--- config.mk ---
export PLATFORM = sky130hd
export DESIGN_NAME = clk_trim_prescale_sleep
export DESIGN_NICKNAME = d
export VERILOG_FILES = /design/src/core/clk_ctrl_pkg.sv /design/src/core/sysclk_divider.sv /design/src/core/clk_trim_prescale_sleep.sv
export SDC_FILE = /design/constraint.sdc
export NUM_CORES = 1
export LEC_CHECK = 0
export ABC_AREA = 1
export BUFFER_PORTS_ARGS = -buffer_cell sky130_fd_sc_hd__buf_2
export CAP_MARGIN = 20
export CORE_MARGIN = 1
export CORE_UTILIZATION = 32
export CTS_CLUSTER_SIZE = 16
export DETAILED_ROUTE_END_ITERATION = 12
export MAX_ROUTING_LAYER = met4
export PLACE_DENSITY = 0.54
export RECOVER_POWER = 100
export SLEW_MARGIN = 20
export SYNTH_ARGS = -nofsm -noshare
export SYNTH_HDL_FRONTEND = slang
export SYNTH_SLANG_ARGS = --single-unit
--- constraint.sdc ---
create_clock -name pclk -period 2 [get_ports pclk]
set_input_delay 0.1 -clock pclk [delete_from_list [all_inputs] [get_ports pclk]]
set_output_delay 0.1 -clock pclk [all_outputs]
set_load 0.01 [all_outputs]
--- src/core/clk_ctrl_pkg.sv ---
// Package: register map, field layout, reset values and states of the clock control block
package clk_ctrl_pkg;

   // Register indices; the byte address on the bus is four times the index
   localparam logic [7:0] OSC_TRIM_IDX = 8'h31;
   localparam logic [7:0] CLK_DIV_IDX = 8'h30;
   localparam logic [7:0] MCU_CTRL_IDX = 8'h32;
   localparam logic [7:0] STATUS_IDX = 8'h33;
   localparam logic [11:0] OSC_TRIM_ADDR = {2'b00, OSC_TRIM_IDX, 2'b00};
   localparam logic [11:0] CLK_DIV_ADDR = {2'b00, CLK_DIV_IDX, 2'b00};
   localparam logic [11:0] MCU_CTRL_ADDR = {2'b00, MCU_CTRL_IDX, 2'b00};
   localparam logic [11:0] STATUS_ADDR = {2'b00, STATUS_IDX, 2'b00};

   // Divider register layout
   localparam int UNLOCK_BIT = 7;
   localparam int DIV_SEL_MSB = 3;
   localparam logic [3:0] DIV_SEL_RST_PLAIN = 4'h0;
   localparam logic [3:0] DIV_SEL_RST_DIV8 = 4'h3;
   localparam logic [3:0] DIV_SEL_MAX = 4'h8;

   // Unlock window length in pclk cycles
   localparam logic [2:0] UNLOCK_WINDOW_CYC = 3'h4;

   // Sleep control register layout
   localparam int SLEEP_KIND_LSB = 0;
   localparam int SLEEP_ARM_BIT = 2;

   // Reset values: trim held until the strap load in the first cycle after reset; read data
   localparam logic [7:0] OSC_TRIM_RST = 8'h00;
   localparam logic [31:0] RDATA_RST = 32'h0000_0000;

   typedef enum logic [1:0] {
      SLEEP_IDLE = 2'b00,
      SLEEP_ADC_NR = 2'b01,
      SLEEP_PDOWN = 2'b10,
      SLEEP_STANDBY = 2'b11
   } sleep_kind_t;

   typedef enum logic [1:0] {
      ST_RUN = 2'b00,
      ST_SLEEP = 2'b01
   } pm_state_t;

endpackage

--- src/core/sysclk_divider.sv ---
// Glitch-free power-of-two system clock enable divider
`timescale 1ns/1ps
module sysclk_divider (
   // Clock and reset
   input wire logic pclk,
   input wire logic presetn,
   // Requested division code
   input wire logic [3:0] div_select,
   // Divided enable and code in force
   output logic sys_tick,
   output logic [3:0] active_sel
);

   logic [7:0] cnt_reg;
   logic [7:0] cnt_next;
   logic [3:0] active_sel_reg;
   logic [3:0] active_sel_next;
   logic tick_reg;
   wire logic [3:0] eff_sel;
   wire logic [8:0] mask_wide;
   wire logic [7:0] mask;
   wire logic period_end;

   // Reserved codes run at the slowest legal rate
   assign eff_sel = (div_select > clk_ctrl_pkg::DIV_SEL_MAX) ? clk_ctrl_pkg::DIV_SEL_MAX : div_select;
   assign mask_wide = (9'h001 << active_sel_reg) - 9'h001;
   assign mask = mask_wide[7:0];
   assign period_end = ((cnt_reg & mask) == mask);

   // A new code only lands at the end of an old period, so no short pulse appears
   assign active_sel_next = period_end ? eff_sel : active_sel_reg;
   assign cnt_next = period_end ? 8'h00 : cnt_reg + 8'h01;

   // Counter, code and tick
   always_ff @(posedge pclk or negedge presetn) begin
      if (!presetn) begin
         cnt_reg <= 8'h00;
         active_sel_reg <= 4'h0;
         tick_reg <= 1'b0;
      end else begin
         cnt_reg <= cnt_next;
         active_sel_reg <= active_sel_next;
         tick_reg <= period_end;
      end
   end

   assign sys_tick = tick_reg;
   assign active_sel = active_sel_reg;
endmodule // sysclk_divider

--- src/core/clk_trim_prescale_sleep.sv ---
// Clock control: oscillator trim, unlocked system divider and sleep clock gating behind APB
`timescale 1ns/1ps

// Overview of operation
// - Each reset loads the trim register with the factory calibration byte.
// - Software may write the trim register anytime; the new value drives out at once.
// - Top trim bit picks low or high range; ranges overlap.
// - Lower seven trim bits tune frequency upward from 0x00 to 0x7F.
// - Unlock bit sets only when all other divider bits are written zero.
// - Unlock clears four cycles after setting, or at a select write.
// - Rewriting unlock inside the window neither restarts it nor clears it.
// - Divider bits 6 to 4 ignore writes and read zero.
// - Select changes only by unlock write then select write within four cycles.
// - Reset select is 0000, or 0011 when the divide-by-eight fuse is set.
// - After unlock any select value is accepted regardless of the fuse.
// - Division factor is two to the code, codes 0 to 8; higher reserved.
// - The divided tick paces CPU and all synchronous peripherals alike.
// - Idle stops CPU and flash; I/O, ADC, oscillator run; any interrupt wakes.
// - In ADC noise reduction and power-down, line0 wakes only in its level form.
// - Power-down stops all clocks and oscillator; level, pin change, watchdog wake.
// - Sleep kind 00 idle, 01 ADC noise reduction, 10 power-down, 11 standby.
// - Sleep starts only if the arm bit is set when sleep executes.
// - Divider changes are glitch-free, taking effect after one old and new period; here the new code lands at the end of the current old period.
module clk_trim_prescale_sleep (
   // Clock and reset
   input wire logic pclk,
   input wire logic presetn,
   // APB slave
   input wire logic psel,
   input wire logic penable,
   input wire logic pwrite,
   input wire logic [11:0] paddr,
   input wire logic [31:0] pwdata,
   output logic [31:0] prdata,
   output logic pready,
   output logic pslverr,
   // Straps sampled after reset
   input wire logic [7:0] cal_byte,
   input wire logic div8_fuse_default,
   // Processor sleep request and wake sources
   input wire logic sleep_exec,
   input wire logic ext_irq_line0,
   input wire logic ext_irq_edge,
   input wire logic pin_change_irq,
   input wire logic wdt_irq,
   input wire logic self_prog_store_ready,
   input wire logic adc_irq,
   input wire logic other_io_irq,
   // Oscillator trim
   output logic trim_range_sel,
   output logic [6:0] trim_fine,
   // Clock domain enables and divided tick
   output logic sys_tick,
   output logic cpu_clk_en,
   output logic flash_clk_en,
   output logic io_clk_en,
   output logic adc_clk_en,
   output logic osc_en,
   output logic wake_pulse
);

   logic init_done_reg;
   logic [7:0] osc_trim_reg;
   logic [7:0] osc_trim_next;
   logic [3:0] div_sel_reg;
   logic [3:0] div_sel_next;
   logic unlock_reg;
   logic unlock_next;
   logic [2:0] unlock_cnt_reg;
   logic [2:0] unlock_cnt_next;
   logic [1:0] sleep_kind_sel;
   logic sleep_arm;
   clk_ctrl_pkg::sleep_kind_t act_kind_reg;
   clk_ctrl_pkg::pm_state_t state_reg;
   clk_ctrl_pkg::pm_state_t state_next;
   logic cpu_en_reg;
   logic flash_en_reg;
   logic io_en_reg;
   logic adc_en_reg;
   logic osc_en_reg;
   logic wake_reg;
   logic [31:0] prdata_reg;
   logic pready_reg;
   logic pslverr_reg;
   wire logic [3:0] active_sel;
   wire logic div_tick;

   // Bus decode; misaligned addresses count as unmapped
   wire logic setup_ph = psel && !penable;
   wire logic access_ph = psel && penable && pready_reg;
   wire logic wr_en = access_ph && pwrite;
   wire logic hit_trim = (paddr == clk_ctrl_pkg::OSC_TRIM_ADDR);
   wire logic hit_div = (paddr == clk_ctrl_pkg::CLK_DIV_ADDR);
   wire logic hit_mcu = (paddr == clk_ctrl_pkg::MCU_CTRL_ADDR);
   wire logic hit_stat = (paddr == clk_ctrl_pkg::STATUS_ADDR);
   wire logic mapped = hit_trim || hit_div || hit_mcu || hit_stat;
   wire logic wr_trim = wr_en && hit_trim;
   wire logic wr_div = wr_en && hit_div;
   wire logic wr_mcu = wr_en && hit_mcu;

   // Divider write classes
   wire logic unlock_req = wr_div && pwdata[clk_ctrl_pkg::UNLOCK_BIT]
                           && (pwdata[clk_ctrl_pkg::UNLOCK_BIT-1:0] == 7'h00);
   wire logic sel_write = wr_div && !pwdata[clk_ctrl_pkg::UNLOCK_BIT];
   wire logic apply_sel = sel_write && unlock_reg;
   wire logic window_end = unlock_reg && (unlock_cnt_reg == clk_ctrl_pkg::UNLOCK_WINDOW_CYC - 3'h1);

   // Read data; reserved divider bits are hard zero
   wire logic [31:0] rd_trim = {24'h00_0000, osc_trim_reg};
   wire logic [31:0] rd_div = {24'h00_0000, unlock_reg, 3'b000, div_sel_reg};
   wire logic [31:0] rd_mcu = {29'h0000_0000, sleep_arm, sleep_kind_sel};
   wire logic [31:0] rd_stat = {20'h0_0000, osc_en_reg, adc_en_reg, io_en_reg, flash_en_reg, cpu_en_reg,
                               (state_reg == clk_ctrl_pkg::ST_SLEEP), act_kind_reg, active_sel};
   wire logic [31:0] rdata_w = hit_trim ? rd_trim :
                               hit_div ? rd_div :
                               hit_mcu ? rd_mcu :
                               hit_stat ? rd_stat : clk_ctrl_pkg::RDATA_RST;

   // Trim: strap copy once after reset, then software at will
   assign osc_trim_next = !init_done_reg ? cal_byte :
                          wr_trim ? pwdata[7:0] : osc_trim_reg;

   // Select: fuse default once after reset, then only through the unlock sequence
   assign div_sel_next = !init_done_reg ? (div8_fuse_default ? clk_ctrl_pkg::DIV_SEL_RST_DIV8
                                                            : clk_ctrl_pkg::DIV_SEL_RST_PLAIN) :
                         apply_sel ? pwdata[clk_ctrl_pkg::DIV_SEL_MSB:0] : div_sel_reg;

   // Unlock: a repeat request while open is ignored so the window is not stretched
   assign unlock_next = sel_write ? 1'b0 :
                        (unlock_req && !unlock_reg) ? 1'b1 :
                        window_end ? 1'b0 : unlock_reg;
   assign unlock_cnt_next = (unlock_req && !unlock_reg) ? 3'h0 :
                            unlock_reg ? unlock_cnt_reg + 3'h1 : 3'h0;

   // Wake sources allowed in each sleep kind; edge form of line0 wakes only from idle
   wire logic any_irq = ext_irq_line0 || ext_irq_edge || pin_change_irq || wdt_irq
                        || self_prog_store_ready || adc_irq || other_io_irq;
   wire logic adc_nr_wake = ext_irq_line0 || pin_change_irq || wdt_irq
                            || self_prog_store_ready || adc_irq;
   wire logic pdown_wake = ext_irq_line0 || pin_change_irq || wdt_irq;
   wire logic wake_hit = (act_kind_reg == clk_ctrl_pkg::SLEEP_IDLE) ? any_irq :
                         (act_kind_reg == clk_ctrl_pkg::SLEEP_ADC_NR) ? adc_nr_wake : pdown_wake;
   wire logic enter_sleep = sleep_exec && sleep_arm;

   // Power state sequencing
   always_comb begin
      case (state_reg)
         clk_ctrl_pkg::ST_RUN: begin
            state_next = enter_sleep ? clk_ctrl_pkg::ST_SLEEP : clk_ctrl_pkg::ST_RUN;
         end
         clk_ctrl_pkg::ST_SLEEP: begin
            state_next = wake_hit ? clk_ctrl_pkg::ST_RUN : clk_ctrl_pkg::ST_SLEEP;
         end
         default: begin
            state_next = clk_ctrl_pkg::ST_RUN;
         end
      endcase
   end

   // Kind in force for the coming state; taken from the control field at entry
   wire clk_ctrl_pkg::sleep_kind_t kind_next = (state_reg == clk_ctrl_pkg::ST_RUN && enter_sleep) ?
                                               clk_ctrl_pkg::sleep_kind_t'(sleep_kind_sel) : act_kind_reg;
   wire logic sleeping_next = (state_next == clk_ctrl_pkg::ST_SLEEP);

   // Domain gates follow the next state so they line up with the state register
   wire logic cpu_en_next = !sleeping_next;
   wire logic io_en_next = !sleeping_next || (kind_next == clk_ctrl_pkg::SLEEP_IDLE);
   wire logic adc_en_next = !sleeping_next || (kind_next == clk_ctrl_pkg::SLEEP_IDLE)
                            || (kind_next == clk_ctrl_pkg::SLEEP_ADC_NR);
   wire logic osc_en_next = !sleeping_next || (kind_next != clk_ctrl_pkg::SLEEP_PDOWN);

   // Strap capture flag: async reset may only load constants, so straps load after release
   always_ff @(posedge pclk or negedge presetn) begin
      if (!presetn) begin
         init_done_reg <= 1'b0;
      end else begin
         init_done_reg <= 1'b1;
      end
   end

   // Trim, divider and unlock registers
   always_ff @(posedge pclk or negedge presetn) begin
      if (!presetn) begin
         osc_trim_reg <= clk_ctrl_pkg::OSC_TRIM_RST;
         div_sel_reg <= clk_ctrl_pkg::DIV_SEL_RST_PLAIN;
         unlock_reg <= 1'b0;
         unlock_cnt_reg <= 3'h0;
      end else begin
         osc_trim_reg <= osc_trim_next;
         div_sel_reg <= div_sel_next;
         unlock_reg <= unlock_next;
         unlock_cnt_reg <= unlock_cnt_next;
      end
   end

   // Sleep control fields
   always_ff @(posedge pclk or negedge presetn) begin
      if (!presetn) begin
         sleep_kind_sel <= 2'b00;
         sleep_arm <= 1'b0;
      end else if (wr_mcu) begin
         sleep_kind_sel <= pwdata[clk_ctrl_pkg::SLEEP_KIND_LSB +: 2];
         sleep_arm <= pwdata[clk_ctrl_pkg::SLEEP_ARM_BIT];
      end
   end

   // Power state and gates
   always_ff @(posedge pclk or negedge presetn) begin
      if (!presetn) begin
         state_reg <= clk_ctrl_pkg::ST_RUN;
         act_kind_reg <= clk_ctrl_pkg::SLEEP_IDLE;
         cpu_en_reg <= 1'b1;
         flash_en_reg <= 1'b1;
         io_en_reg <= 1'b1;
         adc_en_reg <= 1'b1;
         osc_en_reg <= 1'b1;
         wake_reg <= 1'b0;
      end else begin
         state_reg <= state_next;
         act_kind_reg <= kind_next;
         cpu_en_reg <= cpu_en_next;
         flash_en_reg <= cpu_en_next;
         io_en_reg <= io_en_next;
         adc_en_reg <= adc_en_next;
         osc_en_reg <= osc_en_next;
         wake_reg <= (state_reg == clk_ctrl_pkg::ST_SLEEP) && wake_hit;
      end
   end

   // Bus answer: data captured in setup, zero wait states, error for unmapped addresses
   always_ff @(posedge pclk or negedge presetn) begin
      if (!presetn) begin
         prdata_reg <= clk_ctrl_pkg::RDATA_RST;
         pready_reg <= 1'b0;
         pslverr_reg <= 1'b0;
      end else begin
         pready_reg <= 1'b1;
         if (setup_ph) begin
            prdata_reg <= pwrite ? clk_ctrl_pkg::RDATA_RST : rdata_w;
            pslverr_reg <= !mapped;
         end else if (access_ph) begin
            pslverr_reg <= 1'b0;
         end
      end
   end

   // One divided tick paces every synchronous consumer
   sysclk_divider sysclk_divider_inst (
      .pclk(pclk),
      .presetn(presetn),
      .div_select(div_sel_reg),
      .sys_tick(div_tick),
      .active_sel(active_sel)
   );

   assign prdata = prdata_reg;
   assign pready = pready_reg;
   assign pslverr = pslverr_reg;
   assign trim_range_sel = osc_trim_reg[7];
   assign trim_fine = osc_trim_reg[6:0];
   assign sys_tick = div_tick;
   assign cpu_clk_en = cpu_en_reg;
   assign flash_clk_en = flash_en_reg;
   assign io_clk_en = io_en_reg;
   assign adc_clk_en = adc_en_reg;
   assign osc_en = osc_en_reg;
   assign wake_pulse = wake_reg;
endmodule // clk_trim_prescale_sleep

== Word-level counts from Yosys, hierarchy flattened ==
Index checks and enable logic that the tools add are counted.

* Register bits after elaboration: 74
* Latch bits: 0
* RAM bits: 0
* ROM bits: 0
* Input bits: 66
* Output and inout bits: 49
* Logic and storage cells: 106
* Memories kept: 0

* $add $sub $neg: 3
* Multipliers: 0
* Div/mod/pow operators: 0
* $lt $le $gt $ge: 1
* Eq/ne operators: 13
* Shift operators: 1
* Muxes and demuxes: 25
* Bitwise operators: 1
* Reduce and logical (&&, ||, !) cells: 43

{| class="wikitable"
|+ Operator list
! cell !! number
|-
| 2-to-1 mux 12 bit || 5
|-
| equality test 12 x 8 -> 1 bit (second input constant) || 4
|-
| 2-to-1 mux 8 bit || 3
|-
| logical AND 1 bit || 16
|-
| logical OR 1 bit || 16
|-
| 2-to-1 mux 4 bit || 3
|-
| 2-to-1 mux 1 bit || 9
|-
| adder 8 x 1 -> 8 bit (second input constant) || 1
|-
| bitwise AND 8 bit || 1
|-
| equality test 8 bit || 1
|-
| left shift 1 x 4 -> 8 bit (first input constant) || 1
|-
| subtractor 8 x 1 -> 8 bit (second input constant) || 1
|-
| logical NOT 7 bit || 1
|-
| logical NOT 2 bit || 3
|-
| 2-to-1 mux 3 bit || 2
|-
| logical NOT 1 bit || 5
|-
| equality test 2 x 1 -> 1 bit (second input constant) || 2
|-
| greater-than comparator 4 bit (second input constant) || 1
|-
| 2-to-1 mux 2 bit || 2
|-
| inequality test 2 x 1 -> 1 bit (second input constant) || 2
|-
| adder 3 x 1 -> 3 bit (second input constant) || 1
|-
| equality test 3 x 2 -> 1 bit (second input constant) || 1
|-
| nonzero test 3 bit || 1
|-
| equality test 1 bit (second input constant) || 2
|-
| 3 further kinds || 3
|}

== Depth between registers and ports, before layout ==
* Word-level depth: 13
* Gate-level depth with buffers: 12
* Mapped depth without buffers: 12

== Modules after synthesis ==
A second synthesis with hierarchy kept.

* Cells, all modules: 398
* Area, all modules: 3047.9 µm²

{| class="wikitable"
|+ By module, submodules not included
! module !! instances !! cells each !! area each (µm²) !! sequential area each (µm²)
|-
| clk_trim_prescale_sleep || 1 || 297 || 2258.4 || 1031.0
|-
| sysclk_divider || 1 || 101 || 789.5 || 325.3
|}

== Worst setup path before layout ==
No wires, ideal clock.

* Kind: reg2reg
* From: register sysclk_divider_inst.active_sel_reg[2] (netlist: sysclk_divider_inst.active_sel[2])
* To: register sysclk_divider_inst.cnt_reg[7]
* Setup time: 120 ps
* Arrival time: 1595 ps
* Required time: 1880 ps
* Setup slack: 285 ps
* Stages on the path, launching flop included: 13
* Path buffers: 0
* Period minus slack after synthesis: 1715 ps
* Cell sequence: dfrtp_1 -> nor2_2 -> nand3_1 -> ha_1 -> nor2_1 -> nor2_1 -> nand2_1 -> nor2_1 -> nand2_1 -> nor2_4 -> nand2_4 -> inv_4 -> nor2_1

* Word-level cells in the longest chain between the ends: 5

{| class="wikitable"
|+ Ends and longest elaborated chain
! what !! line !! text
|-
| from (decl) || sysclk_divider.sv:16 || <nowiki>logic [3:0] active_sel_reg;</nowiki>
|-
| from (signal assigned) || sysclk_divider.sv:42 || <nowiki>active_sel_reg <= active_sel_next;</nowiki>
|-
| left shift 1 x 4 -> 8 bit (*) || sysclk_divider.sv:26 || <nowiki>assign mask_wide = (9'h001 << active_sel_reg) - 9'h001;</nowiki>
|-
| subtractor 8 x 1 -> 8 bit (*) || sysclk_divider.sv:26 ||
|-
| bitwise AND 8 bit || sysclk_divider.sv:28 || <nowiki>assign period_end = ((cnt_reg & mask) == mask);</nowiki>
|-
| equality test 8 bit (*) || sysclk_divider.sv:28 ||
|-
| named net sysclk_divider_inst.period_end || sysclk_divider.sv:22 || <nowiki>wire logic period_end;</nowiki>
|-
| 2-to-1 mux 8 bit (*) || sysclk_divider.sv:32 || <nowiki>assign cnt_next = period_end ? 8'h00 : cnt_reg + 8'h01;</nowiki>
|-
| named net sysclk_divider_inst.cnt_next[7] || sysclk_divider.sv:15 || <nowiki>logic [7:0] cnt_next;</nowiki>
|-
| to (signal assigned) || sysclk_divider.sv:41 || <nowiki>cnt_reg <= cnt_next;</nowiki>
|-
| to (decl) || sysclk_divider.sv:14 || <nowiki>logic [7:0] cnt_reg;</nowiki>
|}

Mark *: on every way through the listed nets, which the timed path passes. The rest lies on a longest branch.
A chain may end at the register's enable or synchronous reset.

== Worst setup path in the final report ==
* From: register sysclk_divider_inst.active_sel_reg[0] (netlist: sysclk_divider_inst.active_sel[0])
* To: register sysclk_divider_inst.cnt_reg[4]

Same word-level chain as after synthesis.

==> impl_metrics.json <==
{
  "fin_crit_ps": 1810,
  "syn_area_um2": 3040,
  "initial_core_util_pct": 33.0,
  "synth_edf_count": 0,
  "insertion_delay_ps": 310,
  "yosysTopAreaCell": "dfrtp_1",
  "path_class": "reg -> reg",
  "dpl_cell_area_um2": 3430,
  "first_pass_iters": 6,
  "arrival_ps": 2010,
  "ys_ff_latch": 54,
  "clock.fmax_ghz": 0.553,
  "antenna_found_initial": 0,
  "vias_per_cell": 4.49,
  "p_per_area_nw_per_um2": 811,
  "dp_cells": 557,
  "drt_iter0_drc": 70,
  "final_hold_viol_count": 0,
  "die_area_um2": 9880,
  "io-pin-count": 115,
  "nets": 526,
  "path_max_fanout": 9,
  "synth.most_common_cell": "nand2_1",
  "wl_per_cell_um": 11.7,
  "fin_crit_sh_pct": 90.4,
  "hp-class": "in -> reg",
  "maxSlewViolCount": 27,
  "worst_pin_slew_ps": 1580,
  "die_h_um": 99.4,
  "fin_area_um2": 3490,
  "grt-ovfl-total": 0,
  "synth_cell_types": 42,
  "synth_top_flop_cell": "dfrtp_1",
  "synthArstFlopShare_pct": 100,
  "fin_setup_tns_ps": 0,
  "max-slew-margin-rel_pct": -5.45,
  "synthTopCellsByArea": "dfrtp_1 (41%), nand2_1 (11%), nand3_1 (5.6%), buf_4 (5.4%), nor2_1 (5.4%)",
  "drt-total-wl_mm": 6.66,
  "grt_util_all_layers_pct": 15.5,
  "grt_pass1_wl_mm": 11.7,
  "muxShareOfSynthArea_pct": 1.32,
  "violations": "capacitance limit, slew limit",
  "vias": 2552,
  "drcViolationCount": 0,
  "finalSetupViolations": 0,
  "num_rows": 35,
  "cts.sinks": 54,
  "grt_max_degree": 29,
  "final_util_pct": 38.0,
  "path_clk_slew_ps": 100,
  "htreeDepth": 2,
  "gp_congestion": 0.832,
  "fillers": 1001,
  "synth-adder-area-share_pct": 1.65,
  "drive_gt1_share_pct": 17.5,
  "diodes": 0,
  "synthSimpleGateAreaFrac_pct": 31.0,
  "synth_xor_area_share_pct": 1.15,
  "grt_pass1_vias": 2423,
  "status": "complete, but fails checks",
  "postRouteAntennaNets": 0,
  "cts_tree": "built",
  "p_leak_nw": 1.75,
  "cts-root-buf": "clkbuf_8",
  "netlist_top_cells_count": "nand2_1 (86), dfrtp_1 (50), nor2_1 (44)",
  "core_um2": 9200,
  "start_kind": "flop",
  "fin_cells": 568,
  "synth_compound_area_share_pct": 7.21,
  "syn2layout_area_growth_pct": 15.1,
  "io_buffers": 70,
  "seq_area_um2": 1360,
  "crit_required_ps": 2200,
  "synth_top_area_share_pct": 41.2,
  "die_w_um": 99.4,
  "hold_slack_ps": 72.3,
  "drv_cap": 1,
  "irDropWorstVdd_v": 0.000457,
  "syn-instance-count": 381,
  "synth_top_family_by_area": "simple AND/OR/NAND/NOR gates",
  "largest_reg_flops": 12,
  "cts_buffers": 5,
  "worstSetupEndpointType": "flop",
  "finalClockSkew_ps": 9.47,
  "cts_buffer_depth": 2,
  "yosysSeqAreaShare_pct": 44.7,
  "place_hpwl_mm": 5.29,
  "syn_avg_cell_area_um2": 7.97,
  "yosysWarnings": 0,
  "multi_input_area_um2": 1330
}
where the power goes:
part / total [W] / switching [W] / internal [W]
clock: 0.000733 / 0.000361 / 0.000373
combinational: 0.000822 / 0.000500 / 0.000322
sequential: 0.00128 / 0.0000914 / 0.00119
total: 0.00283 / 0.000952 / 0.00188
cell usage in the layout, fill, tap and decap left out, drive strengths merged:
cell	count
nand3b	2
nor4	1
ha	4
inv	46
nand4	7
clkbuf	34
clkinvlp	2
nor3	5
o21bai	1
nand2	91
nor2	55
dfrtp	50
o22ai	1
a31oi	1
o31ai	1
clkinv	1
nand3	38
xnor2	2
a21oi	10
xor2	2
o21ai	21
a21boi	1
conb	21
dfstp	4
dlygate4sd3	1
buf	47
mux2i	4
bufinv	1
a22o	2
o211ai	1
per-stage QoR:
step	total power, W	setup slack [ps]
floorplan	0.00188	285
global placement	0.00206	188
detailed placement	0.00208	154
CTS	0.00283	141
global route	0.00306	-8.60
finish	0.00283	193
final cells by class:
cell class | instances | area share [%]
sequential | 54 | 38.8
clock buffer | 5 | 1.97
clock inverter | 3 | 1.29
inverter | 47 | 5.12
tap | 111 | 3.97
multi-input combinational | 271 | 38.0
timing repair buffer | 77 | 10.8
per-layer routing:
metal	vias up	wire [um]	track usage, %
li1	1326	-	-
met1	1151	3290	21.2
met2	66	3010	23.9
met3	9	262	2.39
met4	0	92	4.41
met5	-	0	-
critical path, stage by stage (launching register included):
cell and delay, ps:
dfrtp_2 460, nor2_1 150, nand2_1 70, ha_1 280
nor2_1 40, nor2_1 90, nand2_1 50, nor2_1 90
nand2_1 80, nor2_4 150, nand2_4 80, inv_4 100
nor2_1 50
cells by family after synthesis:
logic type	count (synthesis)
AO/OA/AOI/OAI	39
XOR/XNOR	4
adder cells (fa/ha/maj)	4
buffers and inverters	75
flip-flops	54
multiplexers	4
other	2
AND/OR/NAND/NOR	199
path summary, 6_finish.rpt:
check / from / end / slack (ps) / depth (start not counted)
worst min-delay path: pwdata[2] / div_sel_reg[2] / 70 / 3
worst max register to register: sysclk_divider_inst.active_sel[0] / sysclk_divider_inst.cnt_reg[4] / 190 / 12
max in group asynchronous: presetn / prdata[11] / 370 / 2
worst max-delay path: sysclk_divider_inst.active_sel[0] / sysclk_divider_inst.cnt_reg[4] / 190 / 12
min in group asynchronous: presetn / sysclk_divider_inst.cnt_reg[4] / 710 / 2
worst min register to register: unlock_cnt_reg[0] / unlock_cnt_reg[0] / 450 / 1
repair_timing:
action	CTS	global route
hold endpoints to repair	22	0
setup buffers	0	2
gates resized for setup	0	1
endpoints found under the setup margin	0	9
hold buffers	1	0
Power figures use the tool's default switching activity.
